[src/aenpr_map.svh]
`ifndef AENPR_MAP_SVH
`define AENPR_MAP_SVH

// Management register offsets
`define AENPR_OFF_EXP      5'h06
`define AENPR_OFF_NPTX     5'h07

// Expansion status field positions
`define AENPR_EXP_LPAN     0
`define AENPR_EXP_PGRX     1
`define AENPR_EXP_NPABLE   2
`define AENPR_EXP_LPNP     3
`define AENPR_EXP_PDFLT    4
`define AENPR_EXP_CW_LO    5
`define AENPR_EXP_CW_HI    15

// Next-page transmit field positions
`define AENPR_NP_CODE_LO   0
`define AENPR_NP_CODE_HI   10
`define AENPR_NP_TOGGLE    11
`define AENPR_NP_SECOND_ACKNOWLEDGE      12
`define AENPR_NP_MSGPG     13
`define AENPR_NP_RSV       14
`define AENPR_NP_NEXT      15

// Reset values
`define AENPR_NPTX_RST     16'h2001
`define AENPR_CW_RST       11'h000
`define AENPR_NPABLE_VAL   1'h1

`endif

[src/aenpr_pkg.sv]
`default_nettype none

package aenpr_pkg;

   // Next-page exchange sequencing, one-hot
   typedef enum logic [3:0] {
      SEQ_IDLE = 4'h1,
      SEQ_BASE = 4'h2,
      SEQ_NEXT = 4'h4,
      SEQ_DONE = 4'h8
   } aenpr_seq_t;

   // One management register word
   typedef logic [15:0] aenpr_word_t;

endpackage : aenpr_pkg

`default_nettype wire

[src/aenpr_latch_high.sv]
`default_nettype none

module aenpr_latch_high
   import aenpr_pkg::*;
#(
   parameter int unsigned WIDTH = 2
) (
   input  wire logic             clk_sys,
   input  wire logic             arst_n,
   input  wire logic             ce,
   input  wire logic [WIDTH-1:0] set,      // Event pulses, one per bit
   input  wire logic             clr,      // Read of the owning register
   output var  logic [WIDTH-1:0] flag_q    // Sticky flags
);

   logic [WIDTH-1:0] flag_d;  // Next flag values

   // Set wins over clear, so an event during the clearing read survives
   for (genvar i = 0; i < WIDTH; i++) begin : g_bit
      always_comb begin
         if (set[i]) begin
            flag_d[i] = 1'b1;
         end else if (clr) begin
            flag_d[i] = 1'b0;
         end else begin
            flag_d[i] = flag_q[i];
         end
      end
   end

   // Register only; clock enable freezes the flags
   always_ff @(posedge clk_sys or negedge arst_n) begin
      if (!arst_n) begin
         flag_q <= '0;
      end else if (ce) begin
         flag_q <= flag_d;
      end
   end

endmodule // aenpr_latch_high

`default_nettype wire

[src/aenpr_toggle.sv]
`default_nettype none

module aenpr_toggle
   import aenpr_pkg::*;
(
   input  wire logic clk_sys,
   input  wire logic arst_n,
   input  wire logic ce,
   input  wire logic seed,        // Base word goes out
   input  wire logic seed_bit11,  // Bit 11 of that base word
   input  wire logic advance,     // A next-page word was sent
   output var  logic toggle_q     // Toggle for the coming next page
);

   logic toggle_d;  // Next toggle value

   // Seed with the inverse of base bit 11, then flip per sent word
   always_comb begin
      if (seed) begin
         toggle_d = ~seed_bit11;
      end else if (advance) begin
         toggle_d = ~toggle_q;
      end else begin
         toggle_d = toggle_q;
      end
   end

   // Register only
   always_ff @(posedge clk_sys or negedge arst_n) begin
      if (!arst_n) begin
         toggle_q <= 1'b0;
      end else if (ce) begin
         toggle_q <= toggle_d;
      end
   end

endmodule // aenpr_toggle

`default_nettype wire

[src/aenpr_regs.sv]
`include "aenpr_map.svh"
`default_nettype none

module aenpr_regs
   import aenpr_pkg::*;
#(
   parameter int unsigned ADDR_W = 5,   // Management register address width
   parameter int unsigned CW_W   = 11   // Override-writable reserved bits
) (
   input  wire logic              clk_sys,
   input  wire logic              arst_n,
   input  wire logic              ce,
   // Decoded management access
   input  wire logic [ADDR_W-1:0] mgmt_addr,
   input  wire logic              mgmt_wr,
   input  wire logic              mgmt_rd,
   input  wire logic [15:0]       mgmt_wdata,
   input  wire logic              override_writable,
   output var  logic [15:0]       mgmt_rdata,
   output var  logic              mgmt_rvalid,
   // Arbitration side, same clock
   input  wire logic              an_restart,
   input  wire logic              flp_burst_valid,
   input  wire logic              pd_fault_event,
   input  wire logic              rx_page_stored,
   input  wire logic              rx_page_is_base,
   input  wire logic              rx_next_page_flag,
   input  wire logic              base_tx_start,
   input  wire logic              base_bit11,
   input  wire logic              lcw_tx_done,
   output var  logic [15:0]       np_tx_word,
   output var  logic              np_tx_active,
   output var  logic [CW_W-1:0]   cw_aux_bits
);

   // ------------------------------------------------------------------
   // Address decode
   // ------------------------------------------------------------------
   logic hit_exp;    // Access targets expansion status
   logic hit_nptx;   // Access targets next-page transmit
   logic rd_exp;     // Read of expansion status this cycle

   always_comb begin
      hit_exp  = (mgmt_addr == ADDR_W'(`AENPR_OFF_EXP));
      hit_nptx = (mgmt_addr == ADDR_W'(`AENPR_OFF_NPTX));
      rd_exp   = mgmt_rd & hit_exp;
   end

   // ------------------------------------------------------------------
   // Latching-high status flags
   // ------------------------------------------------------------------
   logic [1:0] lh_set;   // Bit 0 page received, bit 1 parallel fault
   logic [1:0] lh_q;     // Latched flags

   always_comb begin
      lh_set[0] = rx_page_stored;
      lh_set[1] = pd_fault_event;
   end

   // Any read of the expansion register clears both latches, except a bit set by an event in that cycle
   aenpr_latch_high #(
      .WIDTH (2)
   ) u_latch (
      .clk_sys (clk_sys),
      .arst_n  (arst_n),
      .ce      (ce),
      .set     (lh_set),
      .clr     (rd_exp),
      .flag_q  (lh_q)
   );

   // ------------------------------------------------------------------
   // Partner ability status
   // ------------------------------------------------------------------
   logic lp_np_q;    // Partner next-page able
   logic lp_np_d;
   logic lp_an_q;    // Partner can auto-negotiate
   logic lp_an_d;

   // Restart wipes partner knowledge; a new exchange must rebuild it
   always_comb begin
      lp_np_d = lp_np_q;
      lp_an_d = lp_an_q;
      if (an_restart) begin
         lp_np_d = 1'b0;
         lp_an_d = 1'b0;
      end else begin
         // Only the base word says whether the partner does next pages
         if (rx_page_stored && rx_page_is_base) begin
            lp_np_d = rx_next_page_flag;
         end
         // Held once set, until restart
         if (flp_burst_valid) begin
            lp_an_d = 1'b1;
         end
      end
   end

   always_ff @(posedge clk_sys or negedge arst_n) begin
      if (!arst_n) begin
         lp_np_q <= 1'b0;
         lp_an_q <= 1'b0;
      end else if (ce) begin
         lp_np_q <= lp_np_d;
         lp_an_q <= lp_an_d;
      end
   end

   // ------------------------------------------------------------------
   // Writable register state
   // ------------------------------------------------------------------
   logic             np_q;       // Continuation flag
   logic             np_d;
   logic             mp_q;       // Message page flag
   logic             mp_d;
   logic             second_acknowledge_q;     // Second acknowledge
   logic             second_acknowledge_d;
   logic [10:0]      code_q;     // Message or unformatted code
   logic [10:0]      code_d;
   logic [CW_W-1:0]  cw_q;       // Reserved override-writable shadow
   logic [CW_W-1:0]  cw_d;
   // Transmit register reset image, a true constant: the async reset
   // branch below must load literals, never a net driven by logic
   localparam aenpr_word_t NPTX_RST = `AENPR_NPTX_RST;

   // Writes; reserved and read-only positions of the transmit word drop
   always_comb begin
      np_d   = np_q;
      mp_d   = mp_q;
      second_acknowledge_d = second_acknowledge_q;
      code_d = code_q;
      cw_d   = cw_q;
      if (mgmt_wr && hit_nptx) begin
         np_d   = mgmt_wdata[`AENPR_NP_NEXT];
         mp_d   = mgmt_wdata[`AENPR_NP_MSGPG];
         second_acknowledge_d = mgmt_wdata[`AENPR_NP_SECOND_ACKNOWLEDGE];
         code_d = mgmt_wdata[`AENPR_NP_CODE_HI:`AENPR_NP_CODE_LO];
      end
      // Guards auxiliary functions against stray writes
      if (mgmt_wr && hit_exp && override_writable) begin
         cw_d = mgmt_wdata[`AENPR_EXP_CW_HI:`AENPR_EXP_CW_LO];
      end
   end

   always_ff @(posedge clk_sys or negedge arst_n) begin
      if (!arst_n) begin
         np_q   <= NPTX_RST[`AENPR_NP_NEXT];
         mp_q   <= NPTX_RST[`AENPR_NP_MSGPG];
         second_acknowledge_q <= NPTX_RST[`AENPR_NP_SECOND_ACKNOWLEDGE];
         code_q <= NPTX_RST[`AENPR_NP_CODE_HI:`AENPR_NP_CODE_LO];
         cw_q   <= `AENPR_CW_RST;
      end else if (ce) begin
         np_q   <= np_d;
         mp_q   <= mp_d;
         second_acknowledge_q <= second_acknowledge_d;
         code_q <= code_d;
         cw_q   <= cw_d;
      end
   end

   // ------------------------------------------------------------------
   // Next-page exchange sequencing
   // ------------------------------------------------------------------
   aenpr_seq_t seq_q;      // Exchange phase
   aenpr_seq_t seq_d;
   logic       tgl_adv;    // A next page just left
   logic       toggle;     // Toggle for the coming next page

   always_comb begin
      seq_d = seq_q;
      unique case (seq_q)
         SEQ_IDLE: begin
            if (base_tx_start) begin
               seq_d = SEQ_BASE;
            end
         end
         SEQ_BASE: begin
            // Go on only if both ends want next pages
            if (lcw_tx_done) begin
               if (np_q && lp_np_q) begin
                  seq_d = SEQ_NEXT;
               end else begin
                  seq_d = SEQ_DONE;
               end
            end
         end
         SEQ_NEXT: begin
            // A page sent with the flag clear was the last one
            if (lcw_tx_done && !np_q) begin
               seq_d = SEQ_DONE;
            end
         end
         SEQ_DONE: begin
            seq_d = SEQ_DONE;
         end
         default: begin
            seq_d = SEQ_IDLE;
         end
      endcase
      if (an_restart) begin
         seq_d = SEQ_IDLE;
      end
   end

   always_ff @(posedge clk_sys or negedge arst_n) begin
      if (!arst_n) begin
         seq_q <= SEQ_IDLE;
      end else if (ce) begin
         seq_q <= seq_d;
      end
   end

   always_comb begin
      tgl_adv = (seq_q == SEQ_NEXT) && lcw_tx_done;
   end

   aenpr_toggle u_toggle (
      .clk_sys    (clk_sys),
      .arst_n     (arst_n),
      .ce         (ce),
      .seed       (base_tx_start),
      .seed_bit11 (base_bit11),
      .advance    (tgl_adv),
      .toggle_q   (toggle)
   );

   // ------------------------------------------------------------------
   // Read images and registered outputs
   // ------------------------------------------------------------------
   aenpr_word_t exp_img;    // Expansion status as read
   aenpr_word_t nptx_img;   // Transmit word as read and sent
   aenpr_word_t rdata_d;
   logic        rvalid_d;
   aenpr_word_t word_d;
   logic        active_d;

   always_comb begin
      exp_img                        = '0;   // reserved stay zero
      exp_img[`AENPR_EXP_PDFLT]      = lh_q[1];
      exp_img[`AENPR_EXP_LPNP]       = lp_np_q;
      exp_img[`AENPR_EXP_NPABLE]     = `AENPR_NPABLE_VAL;
      exp_img[`AENPR_EXP_PGRX]       = lh_q[0];
      exp_img[`AENPR_EXP_LPAN]       = lp_an_q;
      nptx_img                       = '0;   // Reserved bit reads zero
      nptx_img[`AENPR_NP_NEXT]       = np_q;
      nptx_img[`AENPR_NP_MSGPG]      = mp_q;
      nptx_img[`AENPR_NP_SECOND_ACKNOWLEDGE]       = second_acknowledge_q;
      nptx_img[`AENPR_NP_TOGGLE]     = toggle;
      nptx_img[`AENPR_NP_CODE_HI:`AENPR_NP_CODE_LO] = code_q;
   end

   // Other addresses belong elsewhere: no valid, data zero
   always_comb begin
      rdata_d  = '0;
      rvalid_d = 1'b0;
      if (mgmt_rd && hit_exp) begin
         rdata_d  = exp_img;
         rvalid_d = 1'b1;
      end else if (mgmt_rd && hit_nptx) begin
         rdata_d  = nptx_img;
         rvalid_d = 1'b1;
      end
      word_d   = nptx_img;
      active_d = (seq_d == SEQ_NEXT);
   end

   // Outputs straight from flops; costs one cycle of latency
   always_ff @(posedge clk_sys or negedge arst_n) begin
      if (!arst_n) begin
         mgmt_rdata   <= '0;
         mgmt_rvalid  <= 1'b0;
         np_tx_word   <= `AENPR_NPTX_RST;
         np_tx_active <= 1'b0;
         cw_aux_bits  <= `AENPR_CW_RST;
      end else if (ce) begin
         mgmt_rdata   <= rdata_d;
         mgmt_rvalid  <= rvalid_d;
         np_tx_word   <= word_d;
         np_tx_active <= active_d;
         cw_aux_bits  <= cw_d;
      end
   end

endmodule // aenpr_regs

`default_nettype wire

[config.mk]
export PLATFORM = sky130hd
export DESIGN_NAME = aenpr_regs
export DESIGN_NICKNAME = d
export VERILOG_FILES = /design/src/aenpr_pkg.sv /design/src/aenpr_latch_high.sv /design/src/aenpr_toggle.sv /design/src/aenpr_regs.sv
export VERILOG_INCLUDE_DIRS = /design/src
export SDC_FILE = /design/constraint.sdc
export NUM_CORES = 1
export LEC_CHECK = 0
export BUFFER_PORTS_ARGS = -buffer_cell sky130_fd_sc_hd__clkbuf_2
export CAP_MARGIN = 20
export CORE_UTILIZATION = 46
export CTS_BUF_LIST = sky130_fd_sc_hd__clkbuf_2
export DETAILED_ROUTE_END_ITERATION = 10
export PLACE_DENSITY = 0.81
export SETUP_SLACK_MARGIN = 0.4
export SYNTH_ARGS = -nofsm -noshare
export SYNTH_HDL_FRONTEND = slang
export SYNTH_SLANG_ARGS = --single-unit
[constraint.sdc]
create_clock -name clk_sys -period 3.1 [get_ports clk_sys]
set_input_delay 0.465 -clock clk_sys [delete_from_list [all_inputs] [get_ports clk_sys]]
set_output_delay 0.465 -clock clk_sys [all_outputs]
set_load 0.05 [all_outputs]
Yosys cells after proc, flatten, opt, wreduce, memory -nomap -nowiden
Cells that the tools add are included.
{"block": "classes", "n_reduce_logical": 22, "bitwise": 3, "eq_ne": 7, "n_mux": 20}
{"cell": "2-to-1 mux 16 bit", "count": 2}
{"cell": "2-to-1 mux 4 bit", "count": 5}
{"cell": "case mux 4 bit (4 select lines)", "count": 1}
{"cell": "AND reduction 2 bit", "count": 7}
{"cell": "2-to-1 mux 1 bit", "count": 11}
{"cell": "2-to-1 mux 11 bit", "count": 1}
{"cell": "== test 5 x 3 -> 1 bit, second input constant", "count": 2}
{"cell": "nonzero test 2 bit", "count": 5}
{"cell": "logical AND 1 bit", "count": 9}
{"cell": "== test 4 x 3 -> 1 bit, second input constant", "count": 2}
{"cell": "== test 4 x 1 -> 1 bit, second input constant", "count": 1}
{"cell": "== test 4 x 2 -> 1 bit, second input constant", "count": 1}
{"cell": "== test 4 bit, second input constant", "count": 1}
{"cell": "inverter 1 bit", "count": 2}
{"cell": "AND 1 bit", "count": 1}
{"cell": "logical NOT 1 bit", "count": 1}
{"block": "totals", "register_bits": 67, "out_inout_bits": 45, "elab_cells": 67}

Logic depth before layout (Yosys ltp)
Gate-level depths: netlist of run 1.
{"block": "depth", "word_depth": 6, "mapped_depth": 5, "depth_no_buf": 4}

By module
From an unflattened synthesis of run 1, not the netlist that was laid out.
{"block": "unflattened", "hier_cells": 221, "area_unflattened_um2": 2773.9}
{"mod": "aenpr_regs", "area_each_um2": 2636.3, "seq_area_each_um2": 1582.8, "n_inst": 1, "cells_each": 210}
{"mod": "aenpr_latch_high", "area_each_um2": 71.3, "seq_area_each_um2": 50.0, "n_inst": 1, "cells_each": 5}
{"mod": "aenpr_toggle", "area_each_um2": 66.3, "seq_area_each_um2": 25.0, "n_inst": 1, "cells_each": 6}

Least setup slack after synthesis of run 1
No wires, ideal clock.
{"block": "synth_timing", "path_kind": "input to register", "start": "input mgmt_addr[4]", "end": "register cw_aux_bits[10]", "arrival_time_ns": 1.588, "setup_ns": 0.125, "stages": 5, "slack_ns": 1.388, "t_required_ns": 2.975, "n_path_buf": 1, "path_cell_list": "and4bb_2 > nand3_1 > nor3b_2 > buf_6 > mux2_2"}
{"block": "synth_between", "elab_chain_len": 4}
{"item": "start: declaration", "line": "aenpr_regs.sv:14", "text": "input wire logic [ADDR_W-1:0] mgmt_addr,"}
{"item": "== test 5 x 3 -> 1 bit", "line": "aenpr_regs.sv:44", "text": "hit_exp = (mgmt_addr == ADDR_W'(`AENPR_OFF_EXP));"}
{"item": "logical AND 1 bit (2 in series)", "line": "aenpr_regs.sv:140", "text": "if (mgmt_wr && hit_exp && override_writable) begin"}
{"item": "AND reduction 2 bit (no line)"}
{"item": "end signal: assignment", "line": "aenpr_regs.sv:274", "text": "cw_aux_bits <= `AENPR_CW_RST;"}
{"item": "end signal: assignment", "line": "aenpr_regs.sv:280", "text": "cw_aux_bits <= cw_d;"}
{"item": "end: declaration", "line": "aenpr_regs.sv:33", "text": "output var logic [CW_W-1:0] cw_aux_bits"}
No other way between the ends.
A chain may end at the register's enable or synchronous reset.

Worst setup path in the final report of run 1
{"block": "layout_timing", "start": "register np_tx_word[13]", "end": "output np_tx_word[13]"}
{"item": "start: declaration", "line": "aenpr_regs.sv:31", "text": "output var logic [15:0] np_tx_word,"}
{"item": "start signal: assignment", "line": "aenpr_regs.sv:272", "text": "np_tx_word <= `AENPR_NPTX_RST;"}
{"item": "start signal: assignment", "line": "aenpr_regs.sv:278", "text": "np_tx_word <= word_d;"}
No word-level cell between the ends.

==> qor.csv, run 1 <==
stage;metric;value;unit
logic_synthesis;Post-Syn Area per Cell;12.80;µm²
placed_design;DP HPWL;4181;µm
grt;GRT Residual Overflow;0;
grt;GRT Util Overall;19.69;%
logic_synthesis;Seq/Total Area, Yosys;60.23;%
grt;largest net degree at the start of global routing;52;
floorplanning;Die H;79.36;µm
route;DRT Pass-1 Iters;4;
sta;Max Transition Viols Final;0;
setup_path;CP Class;reg2out;
placed_design;gpl congestion;0.7993;
placed_design;placed cell count;355;
sta;Final Hold Viols;0;
floorplanning;full die area;6297;µm²
sta;relative slew slack;58.72;%
logic_synthesis;synthesized area;2753;µm²
setup_path;crit path max fanout;2;
clock_network;CTS tree;built;
clock_network;H-tree depth;3;
sta;clock skew;0.02067;ns
placed_design;DP Area;3186;µm²
clock_network;clk slew on worst S/H paths;0.20;ns
job;Max-cap violations;0;
sta;minimum clock period;1.803;ns
setup_path;Critical Path Sink;np_tx_word[13];
setup_path;family with the most delay on the worst path;flip-flops;
route;Residual DRC;0;
setup_path;CP required;2.63;ns
setup_path;Reg2Reg Depth;4;
setup_path;worst r2r dst;u_toggle.toggle_q;
logic_synthesis;count of cell types in the netlist;39;
sta;final setup vio count;0;
floorplanning;Row Count;27;
pwr;Cell Pwr Density;559.7;nW/µm²
finish;Final nets;331;
setup_path;Worst path max stage delay;0.58;ns
hold_path;Hold WC Path Type;in2reg;
sta;RSZ-0062 raised after global routing;false;
finish;Finished Cell Area;3311;µm²
finish;Layout Cells excl Fill;372;
floorplanning;num ports;81;
run_status;status;finished clean;
logic_synthesis;synthesized instance count;215;
route;vias;2005;
pwr;Leakage;1.691;nW
setup_path;slowest stage cell, crit path;dfstp_2;
setup_path;Critical Path Sink Type;output pin;
setup_path;CP Launch Type;flop;
setup_path;Crit path buffers/inverters;1;
floorplanning;Die W;79.36;µm
floorplanning;core area;5642;µm²
clock_network;number of post-CTS setup repair buffers;0;
route;final wirelength;5787;µm
pwr;Final Power;1.853;mW
logic_synthesis;Synth Register Bits;66;
route;Initial DRC Count;138;
clock_network;Clock Tree Root;clkbuf_2;
setup_path;crit path cell chain;clkbuf_2;
floorplanning;starting density of the core;48.79;%
grt;initial antenna violation count;0;
clock_network;TritonCTS buffer count;9;
logic_synthesis;synth warn;0;
setup_path;R2R setup slack;1.54;ns
clock_network;Worst-Skew Late Latency;0.49;ns
grt;vias in the first global route;1881;
setup_path;reg2reg start;seq_q[3];
route;Post-DRT Antenna Nets;0;
setup_path;crit path DAT;1.34;ns
route;Avg WL per Cell;15.56;µm
grt;global-route wire length before repair;9183;µm
sta;part of the cycle the worst path needs;58.15;%
setup_path;Crit path depth;1;
sta;total negative slack;0;ns
clock_network;Max clock buf depth;2;
route;Via density;5.390;
pwr;maximum VDD drop;0.2914;mV
logic_synthesis;Async SR Flop Fraction;100.0;%
finish;Layout area overhead;20.27;%
finish;Diodes inserted;0;
sta;Slew @ Worst Pin;0.6193;ns
sta;Max Clk Rate;554.7;MHz
logic_synthesis;EDFF count, synth;0;
placed_design;Port-buffer cells;78;
setup_path;Critical Path Start;np_tx_word[13];
finish;layout cells sized above 1;46.33;%
clock_network;CTS Sinks;66;
logic_synthesis;Post-synth top flop;dfrtp_1;
[stage by stage]
stage / utilization (%) / setup slack, ns / hold WS, ns
3_5_place_dp: 56.46 / 1.119 / 0.3922
6_report: 58.68 / 1.297 / 0.1929
2_1_floorplan: - / 1.388 / 0.1694
3_3_place_gp: 56.46 / 1.178 / 0.3922
4_1_cts: 58.68 / 1.236 / 0.1416
5_1_grt: 58.68 / 1.220 / 0.1456
[per-layer routing]
metal / wire length [µm] / global-route usage (%) / part of all wire, %
met5: 0 / 0 / 0
met4: 147 / 10.73 / 2.5
met3: 238 / 3.333 / 4.1
met2: 2837 / 30.52 / 49
met1: 2563 / 26.35 / 44
[synth_stat cells (all sizes together), types with 3 or more instances]
cell     number  area (µm²)
mux2i         4       40.04
nand2        15       58.81
dfstp         5       131.4
o21ai        11       55.05
a21oi         5       25.02
o2bb2ai      11       96.34
clkbuf        6       22.52
nor2          7       26.28
nand2b        3       18.77
dfrtp        61        1526
inv          13       48.79
a21boi        3       22.52
a22o          7       61.31
buf           8       51.29
mux2         32       360.4
nor4b         3       32.53
[worst min path at each step]
stage	start	end	cells after the start
floorplan	arst_n	code_q[10]	0
global placement	arst_n	np_tx_word[12]	1
detailed placement	arst_n	np_tx_word[8]	1
CTS	base_bit11	u_toggle.toggle_q	2
global route	base_bit11	u_toggle.toggle_q	2
finish	base_bit11	u_toggle.toggle_q	2
[kinds of logic after synthesis]
| group | count (synthesis) | synth area share (%) |
|---|---|---|
| compound gates | 48 | 12.77 |
| xor+xnor | 1 | 0.3182 |
| buf+inv | 27 | 4.454 |
| flops | 66 | 60.23 |
| mux | 36 | 14.55 |
| other cells | 1 | 0.1362 |
| simple gates | 36 | 7.545 |
[placed cells by master (no fill, tap or decap), types with 4 or more instances in the layout]
cell type	n
dfstp_2	5
dfrtp_1	61
nor2_1	7
a21oi_1	5
a22o_1	7
mux2i_1	4
mux2_2	32
nand2_1	14
inv_1	12
o2bb2ai_1	11
o21ai_0	11
clkbuf_2	86
[sequential cells by signal, indices dropped and copies added (netlist names), 2 cells and up]
name,cells
seq_q,4
code_q,11
cw_aux_bits,11
np_tx_word,15
u_latch.flag_q,2
mgmt_rdata,15
[worst register-to-register path, cell delays in order, from the launching register on]
cell,delay (ns)
dfrtp_1,0.50
nor4b_2,0.44
a21boi_0,0.14
a311oi_1,0.26
a311oi_1,0.09
[power breakdown]
group | internal (mW) | switching, mW
logic | 0.110 | 0.257
clock network | 0.182 | 0.312
registers | 0.942 | 0.0502
total | 1.23 | 0.619
[timing repair]
| action | in CTS | in global routing |
|---|---|---|
| hold buffers | 1 | 0 |
| gates resized for setup | 0 | 0 |
| hold endpoints to repair | 15 | 0 |
| endpoints found under the setup margin | 0 | 0 |
[cell type report]
cell class                      count  area, µm²
Inverter                           13      48.80
Fill cell                         480       2331
Tap cell                           72      90.09
Sequential cell                    66       1658
Timing Repair Buffer               82      422.9
Multi-Input combinational cell    123      975.9
Clock buffer                        9      45.04
Clock inverter                      7      70.07
(Power assumes the default switching activity.)
==> run 2: changes to the inputs <==
==> constraint.sdc (replaced) <==
create_clock -name clk_sys -period 1.75 [get_ports clk_sys]
set_input_delay 0.2625 -clock clk_sys [delete_from_list [all_inputs] [get_ports clk_sys]]
set_output_delay 0.2625 -clock clk_sys [all_outputs]
set_load 0.05 [all_outputs]
==> run 2 against run 1 <==
Against the previous run:
- sequential power is 80% higher
- die area did not move
- combinational power grew to 2.7 times the previous value
- utilization rose by 19 points
- via count is 14% higher
- non-clock buffer count grew 59
- largest power group unchanged
==> qor.csv, run 2 (same netlist as run 1, synthesis figures left out) <==
stage;metric;value;unit;change
pwr;Cell Pwr Density;901.3;nW/µm²;+61%
pwr;sw power;1.208;mW;+95%
setup_path;reg2reg start;seq_q[0];;
pwr;sw frac;30.45;%;-2.9 points
placed_design;Port-buffer cells;78;;unchanged
floorplanning;Die W;79.36;µm;unchanged
clock_network;Clock Tree Root;clkbuf_2;;
pwr;Pint;2.759;mW;+120%
setup_path;CP Class;reg2out;;
floorplanning;starting density of the core;48.79;%;unchanged
placed_design;DP Area;3261;µm²;+2.4%
setup_path;crit path DAT;1.23;ns;-0.11 ns
setup_path;family with the most delay on the worst path;flip-flops;;
setup_path;Reg2Reg Depth;5;;+1
floorplanning;core area;5642;µm²;unchanged
clock_network;Worst-Skew Late Latency;0.48;ns;about the same
sta;minimum clock period;1.490;ns;
grt;GRT Residual Overflow;0;;unchanged
sta;final setup vio count;0;;unchanged
floorplanning;full die area;6297;µm²;unchanged
setup_path;crit path cell chain;clkbuf_16;;
finish;FF/Latch Area;1662;µm²;+0.23%
floorplanning;Die H;79.36;µm;unchanged
route;Post-DRT Antenna Nets;0;;unchanged
setup_path;Crit path buffers/inverters;1;;unchanged
sta;part of the cycle the worst path needs;85.15;%;
finish;Layout area overhead;59.91;%;
finish;Finished Cell Area;4402;µm²;+33%
route;final wirelength;7208;µm;+25%
run_status;status;finished clean;;
clock_network;clk slew on worst S/H paths;0.19;ns;about the same
route;Residual DRC;0;;unchanged
grt;initial antenna violation count;0;;unchanged
pwr;Sequential Power Share;45.2;%;-8.3 points
hold_path;hold path start;mgmt_wdata[4];;
floorplanning;num ports;81;;unchanged
placed_design;DP HPWL;4129;µm;-1.3%
grt;global-route wire length before repair;10810;µm;+18%
sta;Final Hold Viols;0;;unchanged
sta;total negative slack;0;ns;unchanged
setup_path;CP required;1.49;ns;-1.14 ns
job;Max-cap violations;0;;unchanged
setup_path;crit path max fanout;2;;unchanged
finish;FILL cells;337;;-30%
grt;vias in the first global route;2178;;+16%
finish;layout cells sized above 1;52.65;%;+6.3 points
clock_network;Max clock buf depth;2;;unchanged
finish;Multi-input gate area;1035;µm²;+6.0%
grt;largest net degree at the start of global routing;30;;-42%
pwr;maximum VDD drop;0.7410;mV;+150%
sta;Max Clk Rate;671.1;MHz;
route;vias;2289;;+14%
grt;met2 Use GR;39.74;%;+9.2 points
finish;Diodes inserted;0;;unchanged
clock_network;H-tree depth;3;;unchanged
setup_path;worst r2r dst;seq_q[1];;
grt;grt peak-use layer;met2;;
hold_path;Hold WC Path Type;in2reg;;
sta;RSZ-0062 raised after global routing;true;;
finish;most frequent cells in the layout;58 x dfrtp_1, 43 x clkbuf_2, 41 x buf_8, 39 x buf_4, 32 x mux2_2;;
placed_design;gpl congestion;0.8203;;+2.6%
route;Initial DRC Count;83;;-40%
pwr;Leakage;2.150;nW;+27%
setup_path;Critical Path Start;np_tx_word[13];;
grt;met1 Use GR;29.04;%;+2.7 points
setup_path;slowest stage cell, crit path;dfstp_2;;
setup_path;Worst path max stage delay;0.59;ns;about the same
route;DRT Pass-1 Iters;4;;unchanged
route;Via density;5.311;;-1.5%
route;Avg WL per Cell;16.72;µm;+7.5%
finish;Final nets;390;;+18%
sta;Max Transition Viols Final;0;;unchanged
sta;clock skew;0.02292;ns;+0.002249 ns
grt;M3 GR Usage;5.172;%;+1.8 points
pwr;Comb pwr share;24.7;%;+4.9 points
finish;biggest regs;mgmt_rdata (15), np_tx_word (15);;
pwr;Clock Power Share;30.1;%;+3.4 points
setup_path;R2R setup slack;0.33;ns;-1.21 ns
setup_path;CP Launch Type;flop;;
finish;utilization after layout;78.02;%;+19 points
floorplanning;Row Count;27;;unchanged
setup_path;Crit path depth;1;;unchanged
clock_network;TritonCTS buffer count;9;;unchanged
grt;GRT Util Overall;23.50;%;+3.8 points
setup_path;Critical Path Sink;np_tx_word[13];;
setup_path;Critical Path Sink Type;output pin;;
clock_network;CTS Sinks;66;;unchanged
clock_network;CTS tree;built;;
finish;commonest non-fill, non-tap cell in the layout;dfrtp_1;;
run 2: per-stage QoR:
step	setup WS (ns)	hold WS, ns	power, mW	cells
after floorplan	0.2759	-0.03309	2.241	216
after global placement	0.1608	0.2316	2.435	359
after detailed placement	0.1030	0.2334	2.456	359
after CTS	0.2231	0.005484	3.865	411
after global routing	0.1847	0.001463	4.123	431
final	0.2599	0.04763	3.967	431
run 2: final cells by class:
type                       instances  share of cell area (%)
multi-input combinational        123                   23.51
clock inverter                     7                   2.644
tap                               72                   2.047
timing repair buffer             141                   31.92
sequential                        66                   37.75
inverter                          13                   1.109
clock buffer                       9                   1.023
run 2: timing repair:
action	4_1_cts	5_1_grt
hold buffers	14	6
gates resized for setup	97	45
endpoints found under the hold margin	34	9
pin swaps	6	3
setup buffers	22	14
endpoints found under the setup margin	48	49
run 2: metal layers:
metal,share of wire (%),wire length (µm)
met5,0,0
met4,1.3,94
met1,40,2871
met3,4.4,314
met2,54,3928
run 2: power by group through the flow:
stage / clock, mW / sequential (mW) / combinational, mW
6_report: 1.19 / 1.79 / 0.980
5_1_grt: 1.28 / 1.81 / 1.03
4_1_cts: 1.20 / 1.77 / 0.888
3_5_place_dp: 0 / 1.79 / 0.665
3_3_place_gp: 0 / 1.78 / 0.653
2_1_floorplan: 0 / 2.02 / 0.221
run 2: how the worst min path moves through the flow:
stage                     depth (start not counted)  slack, ns           endpoint
after floorplan                                   0      -0.03         code_q[10]
after global routing                              2      0.001          code_q[4]
final                                             2       0.05          code_q[4]
after detailed placement                          1       0.23          code_q[8]
after global placement                            1       0.23     cw_aux_bits[3]
after CTS                                         2      0.005  u_latch.flag_q[1]
